## config.mk

```make
export PLATFORM = sky130hd
export DESIGN_NAME = psr_status_regs
export DESIGN_NICKNAME = d
export VERILOG_FILES = /design/src/rtl/psr_pkg.sv /design/src/rtl/psr_status_regs.sv
export SDC_FILE = /design/constraint.sdc
export NUM_CORES = 1
export LEC_CHECK = 0
export BUFFER_PORTS_ARGS = -buffer_cell sky130_fd_sc_hd__buf_2
export CAP_MARGIN = 10
export CORE_MARGIN = 1.5
export CORE_UTILIZATION = 55
export DETAILED_ROUTE_END_ITERATION = 10
export GPL_TIMING_DRIVEN = 1
export HOLD_SLACK_MARGIN = 0.02
export PLACE_DENSITY = 0.78
export SLEW_MARGIN = 20
export SYNTH_ARGS = -nofsm -noshare
export SYNTH_HDL_FRONTEND = slang
export SYNTH_SLANG_ARGS = --single-unit
```

## constraint.sdc

```tcl
create_clock -name sys_clk -period 9.8 [get_ports sys_clk]
set_clock_uncertainty 0.2 [all_clocks]
set_input_delay 0.49 -clock sys_clk [delete_from_list [all_inputs] [get_ports sys_clk]]
set_output_delay 0.49 -clock sys_clk [all_outputs]
set_load 0.01 [all_outputs]
```

## src/rtl/psr_pkg.sv

```systemverilog
`default_nettype none
package psr_pkg;
  localparam logic [7:0] ADDR_CHIP_ID = 8'h00;
  localparam logic [7:0] ADDR_SI_REV = 8'h01;
  localparam logic [7:0] ADDR_FUSE_REV = 8'h02;
  localparam logic [7:0] ADDR_FUSE_CODE_LO = 8'h03;
  localparam logic [7:0] ADDR_GEN_FLAGS = 8'h04;
  localparam logic [7:0] ADDR_GEN_MASKS = 8'h05;
  localparam logic [7:0] ADDR_GEN_LIVE = 8'h06;
  localparam logic [7:0] ADDR_TH_FLAGS = 8'h07;
  localparam logic [7:0] ADDR_TH_LIVE = 8'h09;
  localparam logic [7:0] ADDR_BMODE_FLAGS = 8'h0A;
  localparam logic [7:0] ADDR_BMODE_MASKS = 8'h0B;
  localparam logic [7:0] ADDR_BILIM_FLAGS = 8'h0C;
  localparam logic [7:0] ADDR_BILIM_MASKS = 8'h0D;
  localparam logic [7:0] ADDR_BILIM_LIVE = 8'h0E;
  localparam logic [7:0] ADDR_LILIM_FLAGS = 8'h0F;
  localparam logic [7:0] ADDR_LILIM_MASKS = 8'h10;
  localparam logic [7:0] ADDR_LILIM_LIVE = 8'h11;
  localparam logic [7:0] ADDR_BUV_FLAGS = 8'h12;
  localparam logic [7:0] ADDR_BUV_MASKS = 8'h13;
  localparam logic [7:0] ADDR_BUV_LIVE = 8'h14;
  localparam logic [7:0] ADDR_BOV_FLAGS = 8'h15;
  localparam logic [7:0] ADDR_BOV_MASKS = 8'h16;
  localparam logic [7:0] ADDR_BOV_LIVE = 8'h17;
  localparam logic [7:0] ADDR_LUV_FLAGS = 8'h18;
  localparam logic [7:0] ADDR_LUV_MASKS = 8'h19;
  localparam logic [7:0] ADDR_LUV_LIVE = 8'h1A;
  localparam logic [7:0] ADDR_LOV_FLAGS = 8'h1B;
  localparam logic [7:0] ADDR_LOV_MASKS = 8'h1C;
  localparam logic [7:0] ADDR_LOV_LIVE = 8'h1D;
  localparam logic [7:0] ADDR_BTN_FLAGS = 8'h1E;
  localparam logic [7:0] ADDR_BTN_MASKS = 8'h1F;
  localparam logic [7:0] ADDR_BTN_LIVE = 8'h20;
  localparam logic [7:0] ADDR_EN_LIVE = 8'h21;
  localparam logic [7:0] ADDR_SUMMARY = 8'h22;
  localparam logic [7:0] ADDR_SEVERE = 8'h23;
  localparam logic [7:0] ADDR_ST_PG = 8'h25;
  localparam logic [7:0] ADDR_ST_OV_A = 8'h26;
  localparam logic [7:0] ADDR_ST_OV_B = 8'h27;
  localparam logic [7:0] ADDR_TH_MASKS = 8'h80;
  // Implemented bits of each group
  localparam logic [7:0] GEN_BITS = 8'hFB;
  localparam logic [7:0] ALL_BITS = 8'hFF;
  localparam logic [7:0] BUCK_BITS = 8'h43;
  localparam logic [7:0] LIN_BITS = 8'h01;
  localparam logic [7:0] GEN_LIVE_BITS = 8'h03;
  localparam logic [7:0] BTN_LIVE_BITS = 8'h81;
  localparam logic [7:0] EN_LIVE_BITS = 8'h0F;
  localparam logic [7:0] SEVERE_BITS = 8'h0F;
  // Reset values
  localparam logic [7:0] RST_FLAGS = 8'h00;
  localparam logic [7:0] RST_GEN_MASK = 8'hFB;
  localparam logic [7:0] RST_BUCK_MASK = 8'h4F;
  localparam logic [7:0] RST_LIN_MASK = 8'h01;
  localparam logic [7:0] RST_FF_MASK = 8'hFF;
  localparam logic [7:0] RST_ZERO = 8'h00;
  // Fuse nibble position in the fuse revision register
  localparam int FUSE_HI_LSB = 4;
  localparam int NUM_GROUPS = 11;
  // Group indices
  localparam int G_GEN = 0;
  localparam int G_TH = 1;
  localparam int G_BMODE = 2;
  localparam int G_BILIM = 3;
  localparam int G_LILIM = 4;
  localparam int G_BUV = 5;
  localparam int G_BOV = 6;
  localparam int G_LUV = 7;
  localparam int G_LOV = 8;
  localparam int G_BTN = 9;
  localparam int G_SEV = 10;
endpackage
`default_nettype wire

```

## src/rtl/psr_status_regs.sv

```systemverilog
// Functional notes
// - Input undervoltage detection returns that class of registers to defaults.
// - Fuse-mirror registers take their contents from the fuse array.
// - Entering OFF mode returns that class of registers to defaults.
// - Backup-loss class resets only on rst_b or when input and backup rail are both gone.
// - Writing one clears a latched flag; zero bits stay unchanged.
// - Reset sets default ones, clears default zeros; unknown bits follow live inputs.
// - Fuse-marked bits load from programmed fuses, not constants.
`default_nettype none
module psr_status_regs #(
  parameter logic [3:0] CHIP_ID_LO = 4'h0,  // Arbitrary value
  parameter logic [3:0] CHIP_ID_HI = 4'hA,  // Arbitrary value
  parameter logic [7:0] SILICON_REV = 8'h00, // Arbitrary value
  parameter logic [3:0] FUSE_REV_LO = 4'h0   // Arbitrary value
) (
  // Clock and reset
  input wire logic sys_clk,
  input wire logic rst_b,
  input wire logic clkEn,
  // Reset class events, asynchronous pins
  input wire logic inputUndervoltDetect,
  input wire logic offModeEntry,
  input wire logic alwaysOnBackupRailOk,
  input wire logic fuseLoad,
  // Fuse array contents
  input wire logic [11:0] fuseProgramCode,
  // Register access, already decoded from the serial interface
  input wire logic regWrite,
  input wire logic regRead,
  input wire logic [7:0] regAddr,
  input wire logic [7:0] regWdata,
  output logic [7:0] regRdata,
  output logic regRvalid,
  // Event pulses or levels per group, from analog monitors
  input wire logic [7:0] genEvent,
  input wire logic [7:0] thermEvent,
  input wire logic [7:0] buckModeEvent,
  input wire logic [7:0] buckIlimEvent,
  input wire logic [7:0] linIlimEvent,
  input wire logic [7:0] buckUvEvent,
  input wire logic [7:0] buckOvEvent,
  input wire logic [7:0] linUvEvent,
  input wire logic [7:0] linOvEvent,
  input wire logic [7:0] buttonEvent,
  input wire logic [7:0] severeEvent,
  // Live conditions
  input wire logic [7:0] genLive,
  input wire logic [7:0] thermLive,
  input wire logic [7:0] buckIlimLive,
  input wire logic [7:0] linIlimLive,
  input wire logic [7:0] buckUvLive,
  input wire logic [7:0] buckOvLive,
  input wire logic [7:0] linUvLive,
  input wire logic [7:0] linOvLive,
  input wire logic [7:0] buttonLive,
  input wire logic [7:0] enableLive,
  // Interrupt line
  output logic irqOut_b
);
  localparam int NG = psr_pkg::NUM_GROUPS;
  localparam int SYNC_W = 4 + 11 * 8 + 80;

  // The re-timing pipe and the group decoders are laid out for eleven groups
  if (NG != 11) begin : g_bad_groups
    $error("Group count does not match the input pipe");
  end

  // Event, live and reset-class inputs are re-timed before use; fuse code and register access are not
  logic [SYNC_W-1:0] syncA;
  logic [SYNC_W-1:0] syncB;
  wire [SYNC_W-1:0] rawIn = {inputUndervoltDetect, offModeEntry, alwaysOnBackupRailOk, fuseLoad,
    severeEvent, buttonEvent, linOvEvent, linUvEvent, buckOvEvent, buckUvEvent, linIlimEvent,
    buckIlimEvent, buckModeEvent, thermEvent, genEvent,
    enableLive, buttonLive, linOvLive, linUvLive, buckOvLive, buckUvLive, linIlimLive,
    buckIlimLive, thermLive, genLive};

  always_ff @(posedge sys_clk) begin
    if (clkEn) begin
      syncA <= rawIn;
      syncB <= syncA;
    end
  end

  wire input_undervolt_detect = syncB[SYNC_W-1];
  wire offEntry = syncB[SYNC_W-2];
  wire backupOk = syncB[SYNC_W-3];
  wire fuseLd = syncB[SYNC_W-4];
  wire [NG*8-1:0] evAll = syncB[SYNC_W-5 -: NG*8];
  wire [79:0] liveAll = syncB[79:0];

  // Masks, flags and self-test results share the input-undervoltage and off-mode classes
  wire classRst = !rst_b || input_undervolt_detect || offEntry;
  // Backup-loss class: fuse mirror survives until both supplies are gone
  wire backupLoss = !rst_b || (input_undervolt_detect && !backupOk);

  function automatic logic [7:0] groupBits(input int g);
    case (g)
      psr_pkg::G_GEN: groupBits = psr_pkg::GEN_BITS;
      psr_pkg::G_BMODE, psr_pkg::G_BILIM, psr_pkg::G_BUV, psr_pkg::G_BOV:
        groupBits = psr_pkg::BUCK_BITS;
      psr_pkg::G_LILIM, psr_pkg::G_LUV, psr_pkg::G_LOV: groupBits = psr_pkg::LIN_BITS;
      psr_pkg::G_SEV: groupBits = psr_pkg::SEVERE_BITS;
      default: groupBits = psr_pkg::ALL_BITS;
    endcase
  endfunction

  function automatic logic [7:0] maskReset(input int g);
    case (g)
      psr_pkg::G_GEN: maskReset = psr_pkg::RST_GEN_MASK;
      psr_pkg::G_BMODE, psr_pkg::G_BILIM, psr_pkg::G_BUV, psr_pkg::G_BOV:
        maskReset = psr_pkg::RST_BUCK_MASK;
      psr_pkg::G_LILIM, psr_pkg::G_LUV, psr_pkg::G_LOV: maskReset = psr_pkg::RST_LIN_MASK;
      psr_pkg::G_SEV: maskReset = psr_pkg::RST_ZERO;
      default: maskReset = psr_pkg::RST_FF_MASK;
    endcase
  endfunction

  function automatic logic [7:0] flagAddr(input int g);
    case (g)
      psr_pkg::G_GEN: flagAddr = psr_pkg::ADDR_GEN_FLAGS;
      psr_pkg::G_TH: flagAddr = psr_pkg::ADDR_TH_FLAGS;
      psr_pkg::G_BMODE: flagAddr = psr_pkg::ADDR_BMODE_FLAGS;
      psr_pkg::G_BILIM: flagAddr = psr_pkg::ADDR_BILIM_FLAGS;
      psr_pkg::G_LILIM: flagAddr = psr_pkg::ADDR_LILIM_FLAGS;
      psr_pkg::G_BUV: flagAddr = psr_pkg::ADDR_BUV_FLAGS;
      psr_pkg::G_BOV: flagAddr = psr_pkg::ADDR_BOV_FLAGS;
      psr_pkg::G_LUV: flagAddr = psr_pkg::ADDR_LUV_FLAGS;
      psr_pkg::G_LOV: flagAddr = psr_pkg::ADDR_LOV_FLAGS;
      psr_pkg::G_BTN: flagAddr = psr_pkg::ADDR_BTN_FLAGS;
      default: flagAddr = psr_pkg::ADDR_SEVERE;
    endcase
  endfunction

  function automatic logic [7:0] maskAddr(input int g);
    case (g)
      psr_pkg::G_GEN: maskAddr = psr_pkg::ADDR_GEN_MASKS;
      psr_pkg::G_TH: maskAddr = psr_pkg::ADDR_TH_MASKS;
      psr_pkg::G_BMODE: maskAddr = psr_pkg::ADDR_BMODE_MASKS;
      psr_pkg::G_BILIM: maskAddr = psr_pkg::ADDR_BILIM_MASKS;
      psr_pkg::G_LILIM: maskAddr = psr_pkg::ADDR_LILIM_MASKS;
      psr_pkg::G_BUV: maskAddr = psr_pkg::ADDR_BUV_MASKS;
      psr_pkg::G_BOV: maskAddr = psr_pkg::ADDR_BOV_MASKS;
      psr_pkg::G_LUV: maskAddr = psr_pkg::ADDR_LUV_MASKS;
      psr_pkg::G_LOV: maskAddr = psr_pkg::ADDR_LOV_MASKS;
      psr_pkg::G_BTN: maskAddr = psr_pkg::ADDR_BTN_MASKS;
      default: maskAddr = 8'hFF;
    endcase
  endfunction

  logic [7:0] flags [NG];
  logic [7:0] masks [NG];
  logic [NG-1:0] groupPending;

  genvar g;
  generate
    for (g = 0; g < NG; g++) begin : grp
      wire [7:0] ev = evAll[g*8 +: 8] & groupBits(g);
      wire [7:0] clr = (regWrite && regAddr == flagAddr(g)) ? regWdata : 8'h00;
      // Set wins over a clear in the same cycle
      wire [7:0] next_flag = (flags[g] & ~clr) | ev;
      wire maskHit = regWrite && (g != psr_pkg::G_SEV) && regAddr == maskAddr(g);
      always_ff @(posedge sys_clk) begin
        if (clkEn) begin
          if (classRst) begin
            flags[g] <= psr_pkg::RST_FLAGS;
            masks[g] <= maskReset(g);
          end else begin
            flags[g] <= next_flag;
            if (maskHit) begin
              masks[g] <= regWdata & groupBits(g);
            end
          end
        end
      end
      // Hard faults have no mask and always reach the line
      assign groupPending[g] = |(flags[g] & ~masks[g]);
    end
  endgenerate

  // Fuse mirror: loaded from the array at fuse load
  logic [11:0] fuseCode;
  always_ff @(posedge sys_clk) begin
    if (clkEn) begin
      if (backupLoss) begin
        fuseCode <= 12'h000;
      end else if (fuseLd) begin
        fuseCode <= fuseProgramCode;
      end
    end
  end

  // Self-test result registers, written by the self-test engine through the bus
  logic [7:0] stPg;
  logic [7:0] stOvA;
  logic [7:0] stOvB;
  always_ff @(posedge sys_clk) begin
    if (clkEn) begin
      if (classRst) begin
        stPg <= psr_pkg::RST_ZERO;
        stOvA <= psr_pkg::RST_ZERO;
        stOvB <= psr_pkg::RST_ZERO;
      end else if (regWrite) begin
        if (regAddr == psr_pkg::ADDR_ST_PG) stPg <= regWdata & psr_pkg::LIN_BITS;
        if (regAddr == psr_pkg::ADDR_ST_OV_A) stOvA <= regWdata & psr_pkg::BUCK_BITS;
        if (regAddr == psr_pkg::ADDR_ST_OV_B) stOvB <= regWdata & psr_pkg::LIN_BITS;
      end
    end
  end

  // Summary of which flag groups hold a pending flag
  wire [7:0] summary = {|flags[psr_pkg::G_SEV], |flags[psr_pkg::G_BTN],
    |(flags[psr_pkg::G_BOV] | flags[psr_pkg::G_LOV]),
    |(flags[psr_pkg::G_BUV] | flags[psr_pkg::G_LUV]),
    |(flags[psr_pkg::G_BILIM] | flags[psr_pkg::G_LILIM]),
    |flags[psr_pkg::G_BMODE], |flags[psr_pkg::G_TH], |flags[psr_pkg::G_GEN]};

  logic [7:0] readMux;
  always_comb begin
    readMux = 8'h00;
    case (regAddr)
      psr_pkg::ADDR_CHIP_ID: readMux = {CHIP_ID_HI, CHIP_ID_LO};
      psr_pkg::ADDR_SI_REV: readMux = SILICON_REV;
      psr_pkg::ADDR_FUSE_REV: readMux = {fuseCode[11:8], FUSE_REV_LO};
      psr_pkg::ADDR_FUSE_CODE_LO: readMux = fuseCode[7:0];
      psr_pkg::ADDR_GEN_LIVE: readMux = liveAll[7:0] & psr_pkg::GEN_LIVE_BITS;
      psr_pkg::ADDR_TH_LIVE: readMux = liveAll[15:8];
      psr_pkg::ADDR_BILIM_LIVE: readMux = liveAll[23:16] & psr_pkg::BUCK_BITS;
      psr_pkg::ADDR_LILIM_LIVE: readMux = liveAll[31:24] & psr_pkg::LIN_BITS;
      psr_pkg::ADDR_BUV_LIVE: readMux = liveAll[39:32] & psr_pkg::BUCK_BITS;
      psr_pkg::ADDR_BOV_LIVE: readMux = liveAll[47:40] & psr_pkg::BUCK_BITS;
      psr_pkg::ADDR_LUV_LIVE: readMux = liveAll[55:48] & psr_pkg::LIN_BITS;
      psr_pkg::ADDR_LOV_LIVE: readMux = liveAll[63:56] & psr_pkg::LIN_BITS;
      psr_pkg::ADDR_BTN_LIVE: readMux = liveAll[71:64] & psr_pkg::BTN_LIVE_BITS;
      psr_pkg::ADDR_EN_LIVE: readMux = liveAll[79:72] & psr_pkg::EN_LIVE_BITS;
      psr_pkg::ADDR_SUMMARY: readMux = summary;
      psr_pkg::ADDR_ST_PG: readMux = stPg;
      psr_pkg::ADDR_ST_OV_A: readMux = stOvA;
      psr_pkg::ADDR_ST_OV_B: readMux = stOvB;
      default: begin
        for (int i = 0; i < NG; i++) begin
          if (regAddr == flagAddr(i)) readMux = flags[i];
          if (i != psr_pkg::G_SEV && regAddr == maskAddr(i)) readMux = masks[i];
        end
      end
    endcase
  end

  always_ff @(posedge sys_clk) begin
    if (clkEn) begin
      if (!rst_b) begin
        regRdata <= 8'h00;
        regRvalid <= 1'b0;
        irqOut_b <= 1'b1;
      end else begin
        regRvalid <= regRead;
        if (regRead) regRdata <= readMux;
        irqOut_b <= ~(|groupPending);
      end
    end
  end
endmodule
`default_nettype wire

```

Word-level counts from Yosys, hierarchy flattened
Memories as Yosys holds them, arrays and structs flattened.
Cells that the tools add are included.
{"block": "op_classes", "n_eq_ne": 60, "multipliers": 0, "n_div": 0, "muxes": 129, "shifts": 0, "n_addsub": 0, "n_bitwise": 80, "n_reduce_logical": 48, "order_cmp": 0}
{"operator": "2-to-1 mux 8 bit", "n": 81}
{"operator": "AND 8 bit", "n": 22}
{"operator": "inverter 8 bit", "n": 22}
{"operator": "equality test 8 bit", "n": 21}
{"operator": "one-hot mux 8 bit (18 select lines)", "n": 1}
{"operator": "equality test 8 x 5 -> 1 bit (second input constant)", "n": 16}
{"operator": "OR reduction 88 bit", "n": 1}
{"operator": "OR reduction 8 bit", "n": 8}
{"operator": "equality test 8 x 4 -> 1 bit (second input constant)", "n": 7}
{"operator": "equality test 8 x 6 -> 1 bit (second input constant)", "n": 7}
{"operator": "bitwise OR 8 bit", "n": 6}
{"operator": "2-to-1 mux 1 bit", "n": 46}
{"operator": "equality test 8 x 3 -> 1 bit (second input constant)", "n": 4}
{"operator": "bitwise OR 8 x 7 -> 8 bit", "n": 4}
{"operator": "bitwise OR 8 x 1 -> 8 bit", "n": 3}
{"operator": "logical AND 1 bit", "n": 22}
{"operator": "bitwise OR 1 bit", "n": 21}
{"operator": "OR reduction 18 bit", "n": 1}
{"operator": "equality test 8 x 2 -> 1 bit (second input constant)", "n": 2}
{"operator": "2-to-1 mux 12 bit", "n": 1}
{"operator": "nonzero test 2 bit", "n": 5}
{"operator": "AND reduction 3 bit", "n": 3}
{"operator": "equality test 8 x 1 -> 1 bit (second input constant)", "n": 1}
{"operator": "equality test 8 bit (second input constant)", "n": 1}
{"operator": "other kinds (7)", "n": 11}
{"block": "word_totals", "latch_bits": 0, "register_bits": 390, "word_cells": 328, "romBits": 0, "out_inout_bits": 10, "inputBits": 205, "n_memories": 2, "mem_bits_rw": 176}
{"memory": "flags", "depth": 11, "word_bits": 8, "rd": 11, "rd_ports_with_merged_regs": 0, "wr": 11, "line": "psr_status_regs.sv:150", "source": "logic [7:0] flags [NG];"}
{"memory": "masks", "depth": 11, "word_bits": 8, "rd": 11, "rd_ports_with_merged_regs": 0, "wr": 11, "line": "psr_status_regs.sv:151", "source": "logic [7:0] masks [NG];"}

Logic depth before layout (Yosys ltp)
{"block": "logic_depth", "ltp_word": 27, "ltp_mapped": 10}

Worst setup path after synthesis
Ideal clock, no wire load.
{"block": "synth_timing", "path_kind": "input to register", "start": "input port clkEn", "end": "memory flags[0][0], enable pin", "stages": 2, "setup_ns": 0.478, "arrival_ns": 3.136, "required_ns": 9.122, "slack_ns": 5.986, "n_path_buf": 2, "path_cell_list": "clkbuf_1 -> clkbuf_1"}
{"element": "start, declared", "line": "psr_status_regs.sv:19", "source": "input wire logic clkEn,"}
{"element": "end, declared", "line": "psr_status_regs.sv:150"}

==> results.tsv <==
metric	value	unit
outcome	complete, no violations	
die-area	26000	um^2
maxCapViolCount	0	
synth_edf_count	305	
antenna_found_initial	0	
core-area	24400	um^2
vias_per_cell	6.54	
path_class	reg2reg	
synthTopCellsByArea	edfxtp_1 67%, a21oi_1 4.3%, nand2_1 3.7%	
netSwitchingFraction	22.5	%
synthFlopType	edfxtp_1	
io_buffers	116	
synth_nets	1334	
worst_setup_path_start_kind	flip-flop	
slew_violations	0	
switching_power	0.660	mW
dp_hpwl	28600	um
die_h	161	um
cts_buffers	30	
hold_viol	0	
whs	18.5	ps
start_util	56.4	%
tns	0	ps
preCtsSetupSlack	5710	ps
worst-path-max-fanout	45	
vias	10700	
clock.fmax	269	MHz
gp_congestion	1.00	
path_cells	nor3b_2, and2_2, nand2_1, o21ai_1	
internal-power	2.28	mW
wl_per_cell	26.5	um
cts.sinks	305	
clockBufferDepth	3	
fin_crit_sh	37.9	%
clk_latency	560	ps
p_clk_share	39.5	%
avgSynthCellArea	12.2	um^2
cts.reportedPaths.clkPinSlew	70	ps
pwr-share-comb	7.2	%
cts_tree	done	
synth_async_sr_flop_share	0	%
worstPathArrival	3700	ps
cp_slowest_stage_delay	880	ps
area_growth	18.8	%
grt-ovfl-total	0	
netlist_area	13800	um^2
grt_start_max_net_pins	107	
p_leak	5.66	nW
cts_max_level	1	
yosysTopAreaCell	edfxtp_1	
first_global_vias	10500	
fin_ws	6080	ps
hold_path.class	in2reg	
vdd_drop_max	248	uV
nets	1502	
yosys.area.top_type_share	66.6	%
ys_warn_count	0	
crit_required	9780	ps
num_rows	57	
ioPinCount	215	
seqPwrFrac	53.2	%
crit_slowest_cell	and2_2	
synth.distinct_cells	71	
drc	0	
slew_headroom	27.8	%
grt_use_total	33.6	%
drt_first_pass_iters	8	
setup_viol	0	
first_iter_violations	1569	
tightest_slew	1080	ps
ys_ff_latch	305	
min_period	3720	ps
postRouteAntennaNets	0	
yosysSeqAreaShare	66.6	%
cts-root-buf	clkbuf_16	
layout-drive-gt1-share	17.1	%
rsz0062_at_grt	false	
synth_common_cells	305 x edfxtp_1, 134 x nand2_1, 117 x a21oi_1	
endpoint_kind	flip-flop	
netlist_instances	1129	
synth_most_common_cell	edfxtp_1	
powerDensity	180	nW/um^2
die_w	161	um
wirelength	43400	um
antennaDiodeCount	0	
grt_pass1_wl	64400	um
ctsResizeCount	0	
[worst paths after layout]
kind                            slack (ps)                        end                 start  depth (start not counted)
worst max register to register        6080  masks[2][8]$_SDFFCE_PN1P_  syncB[171]$_DFFE_PP_                          4
worst max-delay path                  6080  masks[2][8]$_SDFFCE_PN1P_  syncB[171]$_DFFE_PP_                          4
worst min-delay path                    20  fuseCode[5]$_SDFFCE_PP0P_    fuseProgramCode[5]                          2
worst min register to register         220         syncB[9]$_DFFE_PP_    syncA[9]$_DFFE_PP_                          0
[cell type report]
class,count,area [um^2]
Inverter,40,150
Clock inverter,15,180
Fill cell,1770,8060
Tap cell,324,405
Multi-Input combinational cell,705,4110
Clock buffer,38,802
Timing Repair Buffer,215,1530
Sequential cell,305,9160
[power by group through the flow]
stage	clock [mW]	sequential, mW	combinational [mW]
floorplan	0	1.57	0.0946
global placement	0	1.59	0.176
detailed placement	0	1.59	0.179
CTS	1.16	1.56	0.204
global route	1.21	1.57	0.224
finish	1.16	1.56	0.213
[worst max-delay path, delay by kind of cell (launching register included)]
kind,cells,cell delay [ps]
flops,1,390
simple gates,3,1920
compound gates,1,830
[state kept, by name, summed over array words and instances (netlist names)]
register   count
irqOut_b       1
syncA         74
masks         42
regRdata       8
syncB         74
fuseCode      12
flags         88
stOvB          1
stOvA          3
regRvalid      1
stPg           1
[metrics by stage]
stage / cells / utilization, % / instance area [um^2] / total power [mW]
2_1_floorplan: 1129 / - / 13800 / 1.67
3_3_place_gp: 1510 / 59.7 / 14600 / 1.76
3_5_place_dp: 1510 / 59.7 / 14600 / 1.77
4_1_cts: 1642 / 67.0 / 16300 / 2.92
5_1_grt: 1642 / 67.0 / 16300 / 3.00
6_report: 1642 / 67.0 / 16300 / 2.94
[layer usage]
layer	routed length (um)	share of wire (%)	track usage [%]
met1	16400	38	47.0
met2	19300	44	51.2
met3	5730	13	7.99
met4	2040	4.7	13.5
met5	0	0	0
[cell families after synthesis]
family                    after synthesis  synth area share (%)
DFF                                   305                  66.6
xor gates and xnor gates                1                0.0637
and+or+nand+nor                       400                  15.0
AOI/OAI and AO/OA                     288                  13.5
muxes                                  16                  1.21
buffers and inverters                 119                  3.66
[cell usage in the layout (no fill, tap or decap), drive strengths merged, types with 5 or more instances in the layout]
| cell | count |
|---|---|
| nand2 | 136 |
| o21ai | 33 |
| nor2 | 78 |
| o2bb2ai | 8 |
| clkinv | 10 |
| nand4 | 8 |
| buf | 136 |
| o211ai | 6 |
| nor2b | 10 |
| or3 | 15 |
| or4 | 11 |
| inv | 40 |
| o22ai | 23 |
| a32o | 5 |
| and2 | 19 |
| a211oi | 8 |
| a21oi | 117 |
| nand3 | 20 |
| o2111ai | 8 |
| o31ai | 6 |
| a21boi | 8 |
| mux2 | 5 |
| clkbuf | 38 |
| dlygate4sd3 | 79 |
| a31oi | 11 |
| nor3 | 15 |
| nand2b | 13 |
| edfxtp | 305 |
| or2 | 22 |
| and3 | 10 |
| nor4 | 22 |
| a22oi | 14 |
| mux2i | 11 |
[what timing repair did]
action                    CTS  global route
buffers inserted            0             0
hold buffers               79             0
hold endpoints to repair   79             0
Note: power is estimated with default switching activity, not from simulation.
